## config.mk

```make
export PLATFORM = sky130hd
export DESIGN_NAME = ncd_core
export DESIGN_NICKNAME = d
export VERILOG_FILES = /design/src/design/ncd_pkg.sv /design/src/design/ncd_stack_if.sv /design/src/design/ncd_core.sv /design/src/design/ncd_sync3.sv /design/src/design/ncd_ret_stack.sv
export SDC_FILE = /design/constraint.sdc
export NUM_CORES = 1
export LEC_CHECK = 0
export ABC_AREA = 1
export ABC_CLOCK_PERIOD_IN_PS = 9000
export BUFFER_PORTS_ARGS = -buffer_cell sky130_fd_sc_hd__buf_2
export CAP_MARGIN = 40
export CORE_MARGIN = 2
export CORE_UTILIZATION = 60
export CTS_CLUSTER_DIAMETER = 30
export DETAILED_ROUTE_END_ITERATION = 10
export PLACE_DENSITY_LB_ADDON = 0.15
export RECOVER_POWER = 100
export SLEW_MARGIN = 30
export SYNTH_ARGS = -nofsm -noshare
export SYNTH_HDL_FRONTEND = slang
export SYNTH_SLANG_ARGS = --single-unit
```

## constraint.sdc

```tcl
create_clock -name clk_sys -period 9 [get_ports clk_sys]
set_input_delay 1.35 -clock clk_sys [delete_from_list [all_inputs] [get_ports clk_sys]]
set_output_delay 1.35 -clock clk_sys [all_outputs]
set_load 0.01 [all_outputs]
```

## src/design/ncd_pkg.sv

```systemverilog
// Shared constants and types for the nibble CPU datapath
package ncd_pkg;
    // Widths of the datapath fields
    localparam int PC_W = 11;
    localparam int ROW_W = 3;
    localparam int DIG_W = 4;
    localparam int PTR_W = 7;
    localparam int NIB_W = 4;
    localparam int BYTE_W = 8;
    localparam int RAM_WORDS = 128;
    localparam int PAGE_WORDS = 64;
    localparam int PAGE_COUNT = 32;
    // Instruction cycle framing, counted in oscillator periods
    localparam int OSC_PER_CYC = 32;
    localparam int CNT_W = 5;
    localparam logic [4:0] CNT_HALF = 5'h10;
    localparam logic [4:0] CNT_LAST = 5'h1F;
    localparam logic [4:0] CNT_RST = 5'h00;
    // Reset values
    localparam logic [10:0] PC_RST = 11'h000;
    localparam logic [6:0] PTR_RST = 7'h00;
    localparam logic [3:0] NIB_RST = 4'h0;
    localparam logic [7:0] BYTE_RST = 8'h00;
    // Page used by the page call; default value only
    localparam logic [4:0] PCALL_PAGE = 5'h02;
    // Enable bit positions
    localparam int EN_CNT = 0;
    localparam int EN_LDRV = 2;
    localparam int EN_SO = 3;
    // Bus phase within one instruction cycle
    typedef enum logic [1:0] {PH_ADDR = 2'b00, PH_DATA = 2'b01} ncd_phase_t;
    // Pending indirect fetch, Gray along the usual path
    typedef enum logic [1:0] {
        IND_NONE = 2'b00, IND_JUMP = 2'b01, IND_TABLE = 2'b11
    } ncd_ind_t;
    // Datapath operations presented by the decoder
    typedef enum logic [4:0] {
        OP_NOP, OP_JMP, OP_CALL, OP_RET, OP_PJMP, OP_PCALL, OP_IJMP,
        OP_TLOAD, OP_LBI, OP_LD, OP_ST, OP_XCH, OP_LDD, OP_XAD,
        OP_A2BR, OP_A2BD, OP_A2Q, OP_Q2A, OP_L2A, OP_AM2Q, OP_Q2M,
        OP_L2M, OP_XAS, OP_ADC, OP_ADD, OP_ADDI, OP_COMP, OP_CLRA,
        OP_BD2D, OP_A2G, OP_G2A, OP_IN2A
    } ncd_op_t;
endpackage : ncd_pkg

```

## src/design/ncd_stack_if.sv

```systemverilog
// Interface between the core and its return stack
`timescale 1ns/1ps
interface ncd_stack_if;
    logic push; // Shift in a return address
    logic pop; // Remove the top entry
    logic [10:0] push_val; // Address pushed
    logic [10:0] top_val; // Current top entry
    modport owner (output push, output pop, output push_val, input top_val);
    modport store (input push, input pop, input push_val, output top_val);
endinterface : ncd_stack_if

```

## src/design/ncd_core.sv

```systemverilog
// Nibble CPU datapath: fetch, PC, RAM, accumulator and I/O registers
//
// Contract
// - 11-bit PC addresses 2048 program bytes
// - paged ops see 32 pages of 64
// - non-transfer cycles load PC plus one
// - three-level LIFO stack of 11-bit entries
// - RAM holds 8 rows of 16 nibbles
// - pointer: 3-bit row, 4-bit digit
// - RAM nibble moves with A, Q, L
// - direct ops address RAM from operand
// - digit select copied to digit outputs
// - A loads pointer, Q halves, G register
// - 4-bit adder writes A and carry
// - carry drives serial clock or sync gate
// - general register drives readable port pins
// - 8-bit port latch drives pins when enabled
// - byte port pins readable into A, RAM
// - serial register shifts or counts, swaps A
// - 8 shared pins carry address then byte
// - skip shares top address pin; 8, 9
// - instruction cycle is 32 oscillator periods
// - address out while flag high, else input
// - lowest enable bit selects counter mode
`timescale 1ns/1ps
module ncd_core (
    input wire logic clk_sys,
    input wire logic rst_n,
    input wire logic osc_input,
    input wire logic [7:0] instr_bus_in,
    output logic [7:0] instr_bus_out,
    output logic instr_bus_oe,
    output logic addr_phase,
    output logic addr_bit_eight,
    output logic addr_bit_nine,
    output logic skip_or_top_addr,
    input wire logic skip_flag,
    input wire ncd_pkg::ncd_op_t op_code,
    input wire logic [10:0] op_arg,
    input wire logic op_high_half,
    input wire logic [3:0] enable_bits,
    output logic [3:0] d_out,
    input wire logic [3:0] g_in,
    output logic [3:0] g_out,
    output logic [3:0] g_oe,
    input wire logic [7:0] l_in,
    output logic [7:0] l_out,
    output logic [7:0] l_oe,
    input wire logic [3:0] gp_sense_lines,
    input wire logic serial_in,
    output logic serial_clock_pin,
    output logic serial_out,
    output logic [7:0] instr_byte,
    output logic cycle_pulse,
    output logic [3:0] acc_value,
    output logic carry_value
);
    // Increment across the full 11-bit program space
    function automatic logic [10:0] inc11(input logic [10:0] v);
        inc11 = v + 11'h001;
    endfunction : inc11

    // Nibble add with carry in; bit 4 is carry out
    function automatic logic [4:0] add4(input logic [3:0] a, input logic [3:0] b,
                                       input logic cin);
        add4 = {1'b0, a} + {1'b0, b} + {4'h0, cin};
    endfunction : add4

    // Synchronised pin levels
    logic osc_s; // Oscillator level
    logic ser_s; // Serial input level
    logic [7:0] ibus_s; // Instruction bus
    logic [7:0] l_s; // Byte port pins
    logic [3:0] g_s; // General port pins
    logic [3:0] in_s; // Sense lines

    ncd_sync3 #(.W(1)) u_sync_osc (.clk_sys(clk_sys), .rst_n(rst_n),
        .pin_in(osc_input), .level_out(osc_s));
    ncd_sync3 #(.W(1)) u_sync_ser (.clk_sys(clk_sys), .rst_n(rst_n),
        .pin_in(serial_in), .level_out(ser_s));
    logic [3:0] ser_unused; // Pad lanes, tied low at the input
    ncd_sync3 #(.W(28)) u_sync_bus (.clk_sys(clk_sys), .rst_n(rst_n),
        .pin_in({instr_bus_in, l_in, g_in, gp_sense_lines, 4'h0}),
        .level_out({ibus_s, l_s, g_s, in_s, ser_unused}));

    // Stack link
    ncd_stack_if stk_if ();
    ncd_ret_stack u_stack (.clk_sys(clk_sys), .rst_n(rst_n), .stk(stk_if.store));

    // Architectural registers
    logic [10:0] pc_reg; // Address of the byte being fetched
    logic [4:0] osc_cnt_reg; // Oscillator periods in this cycle
    ncd_pkg::ncd_phase_t phase_reg; // Bus phase
    ncd_pkg::ncd_ind_t ind_reg; // Indirect fetch in flight
    logic osc_d_reg; // Previous oscillator level
    logic ser_d_reg; // Previous serial level
    logic [2:0] row_select; // Pointer row
    logic [3:0] digit_select; // Pointer digit
    logic [3:0] acc_reg; // Accumulator
    logic carry_reg; // Carry
    logic [7:0] q_reg; // Port latch
    logic [3:0] d_reg; // Digit outputs
    logic [3:0] g_reg; // General register
    logic [3:0] serial_shift_counter; // Shift register or counter
    logic skl_reg; // Serial clock latch
    logic [7:0] fetch_reg; // Last fetched byte
    logic pulse_reg; // Cycle boundary marker
    logic sk_reg; // Serial clock pin
    logic so_reg; // Serial data pin
    logic skp_reg; // Skip or top address pin
    logic [7:0] l_oe_reg; // Byte port enables
    // 512-bit RAM; not cleared at reset
    logic [3:0] ram [ncd_pkg::RAM_WORDS];

    // Oscillator edge and cycle boundary decode
    wire osc_tick = osc_s & ~osc_d_reg;
    wire boundary = osc_tick && (osc_cnt_reg == ncd_pkg::CNT_LAST);
    wire to_data = osc_tick && (osc_cnt_reg == ncd_pkg::CNT_HALF - 5'h01);
    wire ser_fall = ser_d_reg & ~ser_s;
    wire cnt_mode = enable_bits[ncd_pkg::EN_CNT];
    // Ops only act at a boundary with no indirect fetch pending
    wire run = boundary && (ind_reg == ncd_pkg::IND_NONE);

    wire [6:0] ptr = {row_select, digit_select};
    wire is_direct = (op_code == ncd_pkg::OP_LDD) || (op_code == ncd_pkg::OP_XAD);
    wire [6:0] ram_addr = is_direct ? op_arg[6:0] : ptr;
    wire [3:0] ram_q = ram[ram_addr];
    wire [3:0] q_half = op_high_half ? q_reg[7:4] : q_reg[3:0];
    wire [3:0] l_half = op_high_half ? l_s[7:4] : l_s[3:0];

    wire [4:0] sum_adc = add4(acc_reg, ram_q, carry_reg);
    wire [4:0] sum_add = add4(acc_reg, ram_q, 1'b0);
    wire [4:0] sum_imm = add4(acc_reg, op_arg[3:0], 1'b0);

    wire is_call = (op_code == ncd_pkg::OP_CALL) || (op_code == ncd_pkg::OP_PCALL)
        || (op_code == ncd_pkg::OP_TLOAD);
    assign stk_if.push = run && is_call;
    assign stk_if.pop = (run && (op_code == ncd_pkg::OP_RET))
        || (boundary && (ind_reg == ncd_pkg::IND_TABLE));
    assign stk_if.push_val = inc11(pc_reg);

    // Byte on the bus as the data phase closes
    wire [7:0] fetch_sample = ibus_s;

    // Next program counter
    logic [10:0] pc_next;
    always_comb begin
        pc_next = pc_reg;
        if (boundary) begin
            pc_next = inc11(pc_reg);
            if (ind_reg == ncd_pkg::IND_JUMP) begin
                pc_next = {pc_reg[10:8], fetch_sample};
            end else if (ind_reg == ncd_pkg::IND_TABLE) begin
                pc_next = stk_if.top_val;
            end else begin
                case (op_code)
                    ncd_pkg::OP_JMP, ncd_pkg::OP_CALL: pc_next = op_arg;
                    ncd_pkg::OP_RET: pc_next = stk_if.top_val;
                    ncd_pkg::OP_PJMP: pc_next = {pc_reg[10:6], op_arg[5:0]};
                    ncd_pkg::OP_PCALL: pc_next = {ncd_pkg::PCALL_PAGE, op_arg[5:0]};
                    ncd_pkg::OP_IJMP,
                    ncd_pkg::OP_TLOAD: pc_next = {pc_reg[10:8], acc_reg, ram_q};
                    default: pc_next = inc11(pc_reg);
                endcase
            end
        end
    end

    // Phase and oscillator count
    // 32 periods per cycle
    // one high and one low phase
    always_ff @(posedge clk_sys or negedge rst_n) begin
        if (!rst_n) begin
            osc_cnt_reg <= ncd_pkg::CNT_RST;
            phase_reg <= ncd_pkg::PH_ADDR;
            osc_d_reg <= 1'b0;
            ser_d_reg <= 1'b0;
        end else begin
            osc_d_reg <= osc_s;
            ser_d_reg <= ser_s;
            if (osc_tick) begin
                osc_cnt_reg <= osc_cnt_reg + 5'h01;
            end
            case (phase_reg)
                ncd_pkg::PH_ADDR: if (to_data) phase_reg <= ncd_pkg::PH_DATA;
                ncd_pkg::PH_DATA: if (boundary) phase_reg <= ncd_pkg::PH_ADDR;
                default: phase_reg <= ncd_pkg::PH_ADDR;
            endcase
        end
    end

    // program counter, fetch capture and indirect state
    always_ff @(posedge clk_sys or negedge rst_n) begin
        if (!rst_n) begin
            pc_reg <= ncd_pkg::PC_RST;
            fetch_reg <= ncd_pkg::BYTE_RST;
            pulse_reg <= 1'b0;
            ind_reg <= ncd_pkg::IND_NONE;
        end else begin
            pc_reg <= pc_next;
            pulse_reg <= boundary;
            if (boundary) begin
                fetch_reg <= fetch_sample;
                ind_reg <= ncd_pkg::IND_NONE;
                if (run && op_code == ncd_pkg::OP_IJMP) ind_reg <= ncd_pkg::IND_JUMP;
                if (run && op_code == ncd_pkg::OP_TLOAD) ind_reg <= ncd_pkg::IND_TABLE;
            end
        end
    end

    // RAM writes; nibble moves with A, Q and L
    always_ff @(posedge clk_sys) begin
        if (run) begin
            case (op_code)
                ncd_pkg::OP_ST, ncd_pkg::OP_XCH,
                ncd_pkg::OP_XAD: ram[ram_addr] <= acc_reg;
                ncd_pkg::OP_Q2M: ram[ram_addr] <= q_half;
                ncd_pkg::OP_L2M: ram[ram_addr] <= l_half;
                default: ;
            endcase
        end
    end

    // Accumulator and carry
    always_ff @(posedge clk_sys or negedge rst_n) begin
        if (!rst_n) begin
            acc_reg <= ncd_pkg::NIB_RST;
            carry_reg <= 1'b0;
        end else if (run) begin
            case (op_code)
                ncd_pkg::OP_LD, ncd_pkg::OP_XCH, ncd_pkg::OP_LDD,
                ncd_pkg::OP_XAD: acc_reg <= ram_q;
                ncd_pkg::OP_Q2A: acc_reg <= q_half;
                ncd_pkg::OP_L2A: acc_reg <= l_half;
                ncd_pkg::OP_XAS: acc_reg <= serial_shift_counter;
                ncd_pkg::OP_ADC: {carry_reg, acc_reg} <= sum_adc;
                ncd_pkg::OP_ADD: acc_reg <= sum_add[3:0];
                ncd_pkg::OP_ADDI: acc_reg <= sum_imm[3:0];
                ncd_pkg::OP_COMP: acc_reg <= ~acc_reg;
                ncd_pkg::OP_CLRA: acc_reg <= ncd_pkg::NIB_RST;
                ncd_pkg::OP_G2A: acc_reg <= g_s;
                ncd_pkg::OP_IN2A: acc_reg <= in_s;
                default: ;
            endcase
        end
    end

    // Pointer, port latch, digit and general registers
    always_ff @(posedge clk_sys or negedge rst_n) begin
        if (!rst_n) begin
            {row_select, digit_select} <= ncd_pkg::PTR_RST;
            q_reg <= ncd_pkg::BYTE_RST;
            d_reg <= ncd_pkg::NIB_RST;
            g_reg <= ncd_pkg::NIB_RST;
        end else if (boundary && ind_reg == ncd_pkg::IND_TABLE) begin
            // table byte into the port latch
            q_reg <= fetch_sample;
        end else if (run) begin
            case (op_code)
                ncd_pkg::OP_LBI: {row_select, digit_select} <= op_arg[6:0];
                // accumulator loads pointer and Q halves
                ncd_pkg::OP_A2BR: row_select <= acc_reg[2:0];
                ncd_pkg::OP_A2BD: digit_select <= acc_reg;
                ncd_pkg::OP_A2Q: if (op_high_half) q_reg[7:4] <= acc_reg;
                    else q_reg[3:0] <= acc_reg;
                ncd_pkg::OP_AM2Q: q_reg <= {acc_reg, ram_q};
                ncd_pkg::OP_BD2D: d_reg <= digit_select;
                ncd_pkg::OP_A2G: g_reg <= acc_reg;
                default: ;
            endcase
        end
    end

    // Serial register and its clock latch
    // lowest enable bit picks counter mode
    always_ff @(posedge clk_sys or negedge rst_n) begin
        if (!rst_n) begin
            serial_shift_counter <= ncd_pkg::NIB_RST;
            skl_reg <= 1'b1; // Reset leaves the sync clock running
        end else if (run && op_code == ncd_pkg::OP_XAS) begin
            // carry copied into the clock latch
            serial_shift_counter <= acc_reg;
            skl_reg <= carry_reg;
        end else if (cnt_mode) begin
            // counter steps down on each input fall, except one that lands on the clock of an XAS swap
            if (ser_fall) serial_shift_counter <= serial_shift_counter - 4'h1;
        end else if (boundary) begin
            serial_shift_counter <= {serial_shift_counter[2:0], ser_s};
        end
    end

    // Phase that the coming edge loads; pins track it with no extra lag
    wire ncd_pkg::ncd_phase_t phase_next = boundary ? ncd_pkg::PH_ADDR
        : (to_data ? ncd_pkg::PH_DATA : phase_reg);

    // Pin registers
    always_ff @(posedge clk_sys or negedge rst_n) begin
        if (!rst_n) begin
            sk_reg <= 1'b0;
            so_reg <= 1'b0;
            skp_reg <= 1'b0;
            l_oe_reg <= ncd_pkg::BYTE_RST;
        end else begin
            // latch direct, or gated by the cycle clock
            sk_reg <= cnt_mode ? skl_reg : (skl_reg & (phase_next == ncd_pkg::PH_ADDR));
            so_reg <= enable_bits[ncd_pkg::EN_SO] & (cnt_mode | serial_shift_counter[3]);
            // top address bit, then skip flag
            skp_reg <= (phase_next == ncd_pkg::PH_ADDR) ? pc_next[10] : skip_flag;
            l_oe_reg <= {8{enable_bits[ncd_pkg::EN_LDRV]}};
        end
    end
    // shared bus drives the address in the high phase
    // bus released during the data phase
    assign instr_bus_out = pc_reg[7:0];
    assign instr_bus_oe = (phase_reg == ncd_pkg::PH_ADDR);
    assign addr_phase = (phase_reg == ncd_pkg::PH_ADDR);
    assign addr_bit_eight = pc_reg[8];
    assign addr_bit_nine = pc_reg[9];
    assign skip_or_top_addr = skp_reg;
    assign d_out = d_reg;
    assign g_out = g_reg;
    assign g_oe = 4'hF;
    assign l_out = q_reg;
    assign l_oe = l_oe_reg;
    assign serial_clock_pin = sk_reg;
    assign serial_out = so_reg;
    assign instr_byte = fetch_reg;
    assign cycle_pulse = pulse_reg;
    assign acc_value = acc_reg;
    assign carry_value = carry_reg;
endmodule : ncd_core

```

## src/design/ncd_sync3.sv

```systemverilog
// Three-stage pin synchroniser with agreement filter
`timescale 1ns/1ps
module ncd_sync3 #(
    parameter int W = 1
) (
    input wire logic clk_sys,
    input wire logic rst_n,
    input wire logic [W-1:0] pin_in,
    output logic [W-1:0] level_out
);
    // Stage registers; only stage two reads stage one
    logic [W-1:0] s1_reg;
    logic [W-1:0] s2_reg;
    logic [W-1:0] s3_reg;

    // Output only moves once the last two stages agree
    always_ff @(posedge clk_sys or negedge rst_n) begin
        if (!rst_n) begin
            s1_reg <= '0;
            s2_reg <= '0;
            s3_reg <= '0;
            level_out <= '0;
        end else begin
            s1_reg <= pin_in;
            s2_reg <= s1_reg;
            s3_reg <= s2_reg;
            if (s2_reg == s3_reg) begin
                level_out <= s3_reg;
            end
        end
    end
endmodule : ncd_sync3

```

## src/design/ncd_ret_stack.sv

```systemverilog
// Three-level last-in first-out return address stack
`timescale 1ns/1ps
module ncd_ret_stack (
    input wire logic clk_sys,
    input wire logic rst_n,
    ncd_stack_if.store stk
);
    // Save registers, top first
    logic [10:0] stack_level_top_reg;
    logic [10:0] stack_level_mid_reg;
    logic [10:0] stack_level_bottom_reg;

    assign stk.top_val = stack_level_top_reg;

    // three-level LIFO
    // Push drops the bottom entry; pop refills from below
    always_ff @(posedge clk_sys or negedge rst_n) begin
        if (!rst_n) begin
            stack_level_top_reg <= ncd_pkg::PC_RST;
            stack_level_mid_reg <= ncd_pkg::PC_RST;
            stack_level_bottom_reg <= ncd_pkg::PC_RST;
        end else if (stk.push) begin
            stack_level_top_reg <= stk.push_val;
            stack_level_mid_reg <= stack_level_top_reg;
            stack_level_bottom_reg <= stack_level_mid_reg;
        end else if (stk.pop) begin
            stack_level_top_reg <= stack_level_mid_reg;
            stack_level_mid_reg <= stack_level_bottom_reg;
        end
    end
endmodule : ncd_ret_stack

```

==> flow_summary.json <==
{
  "cts.sinks": 717,
  "muxShareOfSynthArea_pct": 0.715,
  "cts.clk_slew.worst_paths_ps": 50,
  "crit_path_max_fanout": 90,
  "hold_viol_final": 0,
  "cts_tree": "done",
  "slew_violations": 331,
  "peakVddDrop_mv": 0.186,
  "initial_core_util_pct": 60.6,
  "regMostFlops": "ram",
  "critical_path.max_stage_delay_ps": 1160,
  "dp_slack_ps": 2360,
  "drtPass1Iterations": 6,
  "crit_family": "simple AND/OR/NAND/NOR gates",
  "synthCells": 3472,
  "tightest_slew_ps": 4970,
  "track_usage_pct": 29.5,
  "vias": 24100,
  "nets": 3665,
  "yosysMostFrequentCell": "nand2_1",
  "cpMaxStageDelayCell": "nand2_1",
  "final_util_pct": 70.6,
  "synth-edff-count": 512,
  "cp-start-kind": "primary input",
  "synthSimpleGateAreaFrac_pct": 20.7,
  "outcome": "complete, but fails checks",
  "ctsHoldBuffers": 0,
  "crit_buf_inv": 3,
  "clk_path_buf_depth": 3,
  "core_sq_mm": 0.0537,
  "power_density_mw_per_mm2": 231,
  "syn-cell-area_sq_mm": 0.0325,
  "yosysWarningCount": 0,
  "clock_insertion_delay_worst_skew_ps": 720,
  "yosysSeqAreaShare_pct": 63.0,
  "wire_per_inst_um": 18.5,
  "p_int_mw": 6.92,
  "largest_register_ffs": 512,
  "ys_types": 60,
  "worst_slack_ps": 1620,
  "synthAdderAreaFrac_pct": 0.723,
  "place_congestion": 0.934,
  "yosysTopAreaCellShare_pct": 47.2,
  "nFillCells": 4005,
  "ys_top_cells_by_area": "edfxtp_1 (47%), dfrtp_1 (16%), nand2_1 (14%)",
  "portBuffers": 101,
  "combPwrFrac_pct": 2.3,
  "path_common_cell": "nand2_1",
  "switching_share_pct": 21.1,
  "die_w_um": 237,
  "cts_resized": 0,
  "setup_viol": 0,
  "avgSynthCellArea_sq_um": 9.37,
  "p_leak_nw": 16.7,
  "io_pins": 107,
  "total_power_mw": 8.76,
  "area_growth_pct": 16.5,
  "dpl.hpwl_um": 48400,
  "synth_top_family_by_area": "simple AND/OR/NAND/NOR gates",
  "synth_compound_area_share_pct": 5.94,
  "die_h_um": 237,
  "drt_iter0_drc": 2559,
  "rows": 85,
  "postCtsSetupBuffers": 0,
  "cap_violations": 10,
  "drcViolationCount": 0,
  "synth_xor_area_share_pct": 1.05,
  "fin_skew_ps": 28.8,
  "violations": "capacitance limit, slew limit",
  "rsz0062_at_grt": "false",
  "layout-drive-gt1-share_pct": 8.56,
  "cts-root-buf": "clkbuf_16",
  "die_area_sq_mm": 0.0561,
  "max_freq_ghz": 0.136,
  "tns_ps": 0,
  "pwr-share-seq_pct": 41.1,
  "h-tree-depth": 4,
  "grt_start_max_net_pins": 132,
  "cp.arrival_ps": 7930,
  "cp.required_ps": 9550,
  "switching_power_mw": 1.85,
  "routed_wl_um": 81500,
  "min_path_type": "reg2reg",
  "postRouteAntennaNets": 0,
  "synthTopCellsByCount": "nand2_1 (1230), edfxtp_1 (512), inv_1 (458), nor2_1 (367), dfrtp_1 (204)",
  "antenna_found_initial": 2,
  "via_per_inst": 5.46,
  "grt-ovfl-total": 0,
  "grt_pass1_vias": 23400,
  "min_period_ps": 7380,
  "ys_async_sr_fraction_pct": 28.6,
  "clkPwrFrac_pct": 56.6,
  "ys_ff_latch": 717,
  "cts_inserted_buffers": 137,
  "relSlewSlack_pct": -231,
  "grt_first_pass_wirelength_um": 127000,
  "synth_top_area_cell": "edfxtp_1",
  "synth_ff_type": "edfxtp_1",
  "critical_path_class": "in2reg",
  "period_share_pct": 82.0,
  "critical_path.endpoint_type": "flop"
}
-- area by class of cell --
cell class / instances / area (sq um) / share of cell area (%)
Multi-Input combinational cell: 2145 / 9480 / 25.0
Sequential cell: 717 / 20500 / 54.1
Timing Repair Buffer: 134 / 719 / 1.90
Clock buffer: 178 / 3840 / 10.1
Inverter: 464 / 1740 / 4.60
Antenna cell: 2 / 5.00 / 0.0132
Tap cell: 696 / 871 / 2.30
Clock inverter: 75 / 748 / 1.97
-- layout by cell type, fill, tap and decap left out, types with 18 or more instances in the layout --
cell / synthesis / final
nand2_1: 1230 / 1229
o21ai_1: 34 / 34
buf_2: 58 / 43
xor2_1: 36 / 36
clkbuf_1: 46 / 92
nor2_1: 367 / 370
nand3_1: 59 / 59
clkinvlp_4: 0 / 19
a21oi_1: 52 / 52
inv_1: 458 / 458
edfxtp_1: 512 / 512
o21ai_0: 193 / 192
dfrtp_1: 204 / 204
clkbuf_16: 0 / 146
clkinv_2: 0 / 18
-- routing by layer --
layer	vias to the layer above	GRT usage, %	wire length, um
met5	-	0	0
met4	0	12.2	2560
met3	201	6.04	7070
met2	1064	46.1	37900
met1	11500	40.8	34000
li1	11400	-	-
-- metrics by stage --
step / instances / hold WS (ps) / instance area (sq um)
after global routing: 4411 / 347 / 37900
final: 4411 / 345 / 37900
after CTS: 4406 / 345 / 38100
after global placement: 4150 / 332 / 33500
after floorplan: 3475 / 331 / 32600
after detailed placement: 4153 / 335 / 33500
-- power groups by stage --
| stage | Clock [mW] | Combinational (mW) | Sequential, mW |
|---|---|---|---|
| after detailed placement | 0 | 0.207 | 3.65 |
| after CTS | 5.00 | 0.209 | 3.60 |
| after global placement | 0 | 0.197 | 3.65 |
| final | 4.96 | 0.206 | 3.60 |
| after global routing | 5.17 | 0.233 | 3.60 |
| after floorplan | 0 | 0.134 | 3.64 |
-- worst reg2reg max path, delay by kind of cell, from the launching register on --
family | cells | cell delay, ps
buffers and inverters | 2 | 1020
adders and majority gates | 2 | 370
and+or+nand+nor | 9 | 5110
DFF | 1 | 380
-- final timing paths --
path / start / end / slack [ps] / cells after the start
max: op_code[1] / acc_value[2] / 1620 / 29
min: u_sync_bus.s1_reg[8] / u_sync_bus.s2_reg[8] / 340 / 0
max reg2reg: osc_cnt_reg[0] / ram[38][3] / 1760 / 13
min reg2reg: u_sync_bus.s1_reg[8] / u_sync_bus.s2_reg[8] / 340 / 0
max in group asynchronous: rst_n / instr_byte[0] / 2550 / 3
min in group asynchronous: rst_n / osc_cnt_reg[4] / 2430 / 1
-- kinds of logic (layout without fill, tap and decap cells) --
family                   after synthesis  count (layout)
AO/OA/AOI/OAI                        349             349
XOR/XNOR                              39              39
adder cells (fa/ha/maj)               18              18
buffers and inverters                613             851
flip-flops                           717             717
multiplexers                          21              21
other                                  2               7
AND/OR/NAND/NOR                     1713            1713
No activity file was read; power rests on OpenSTA's default activity.
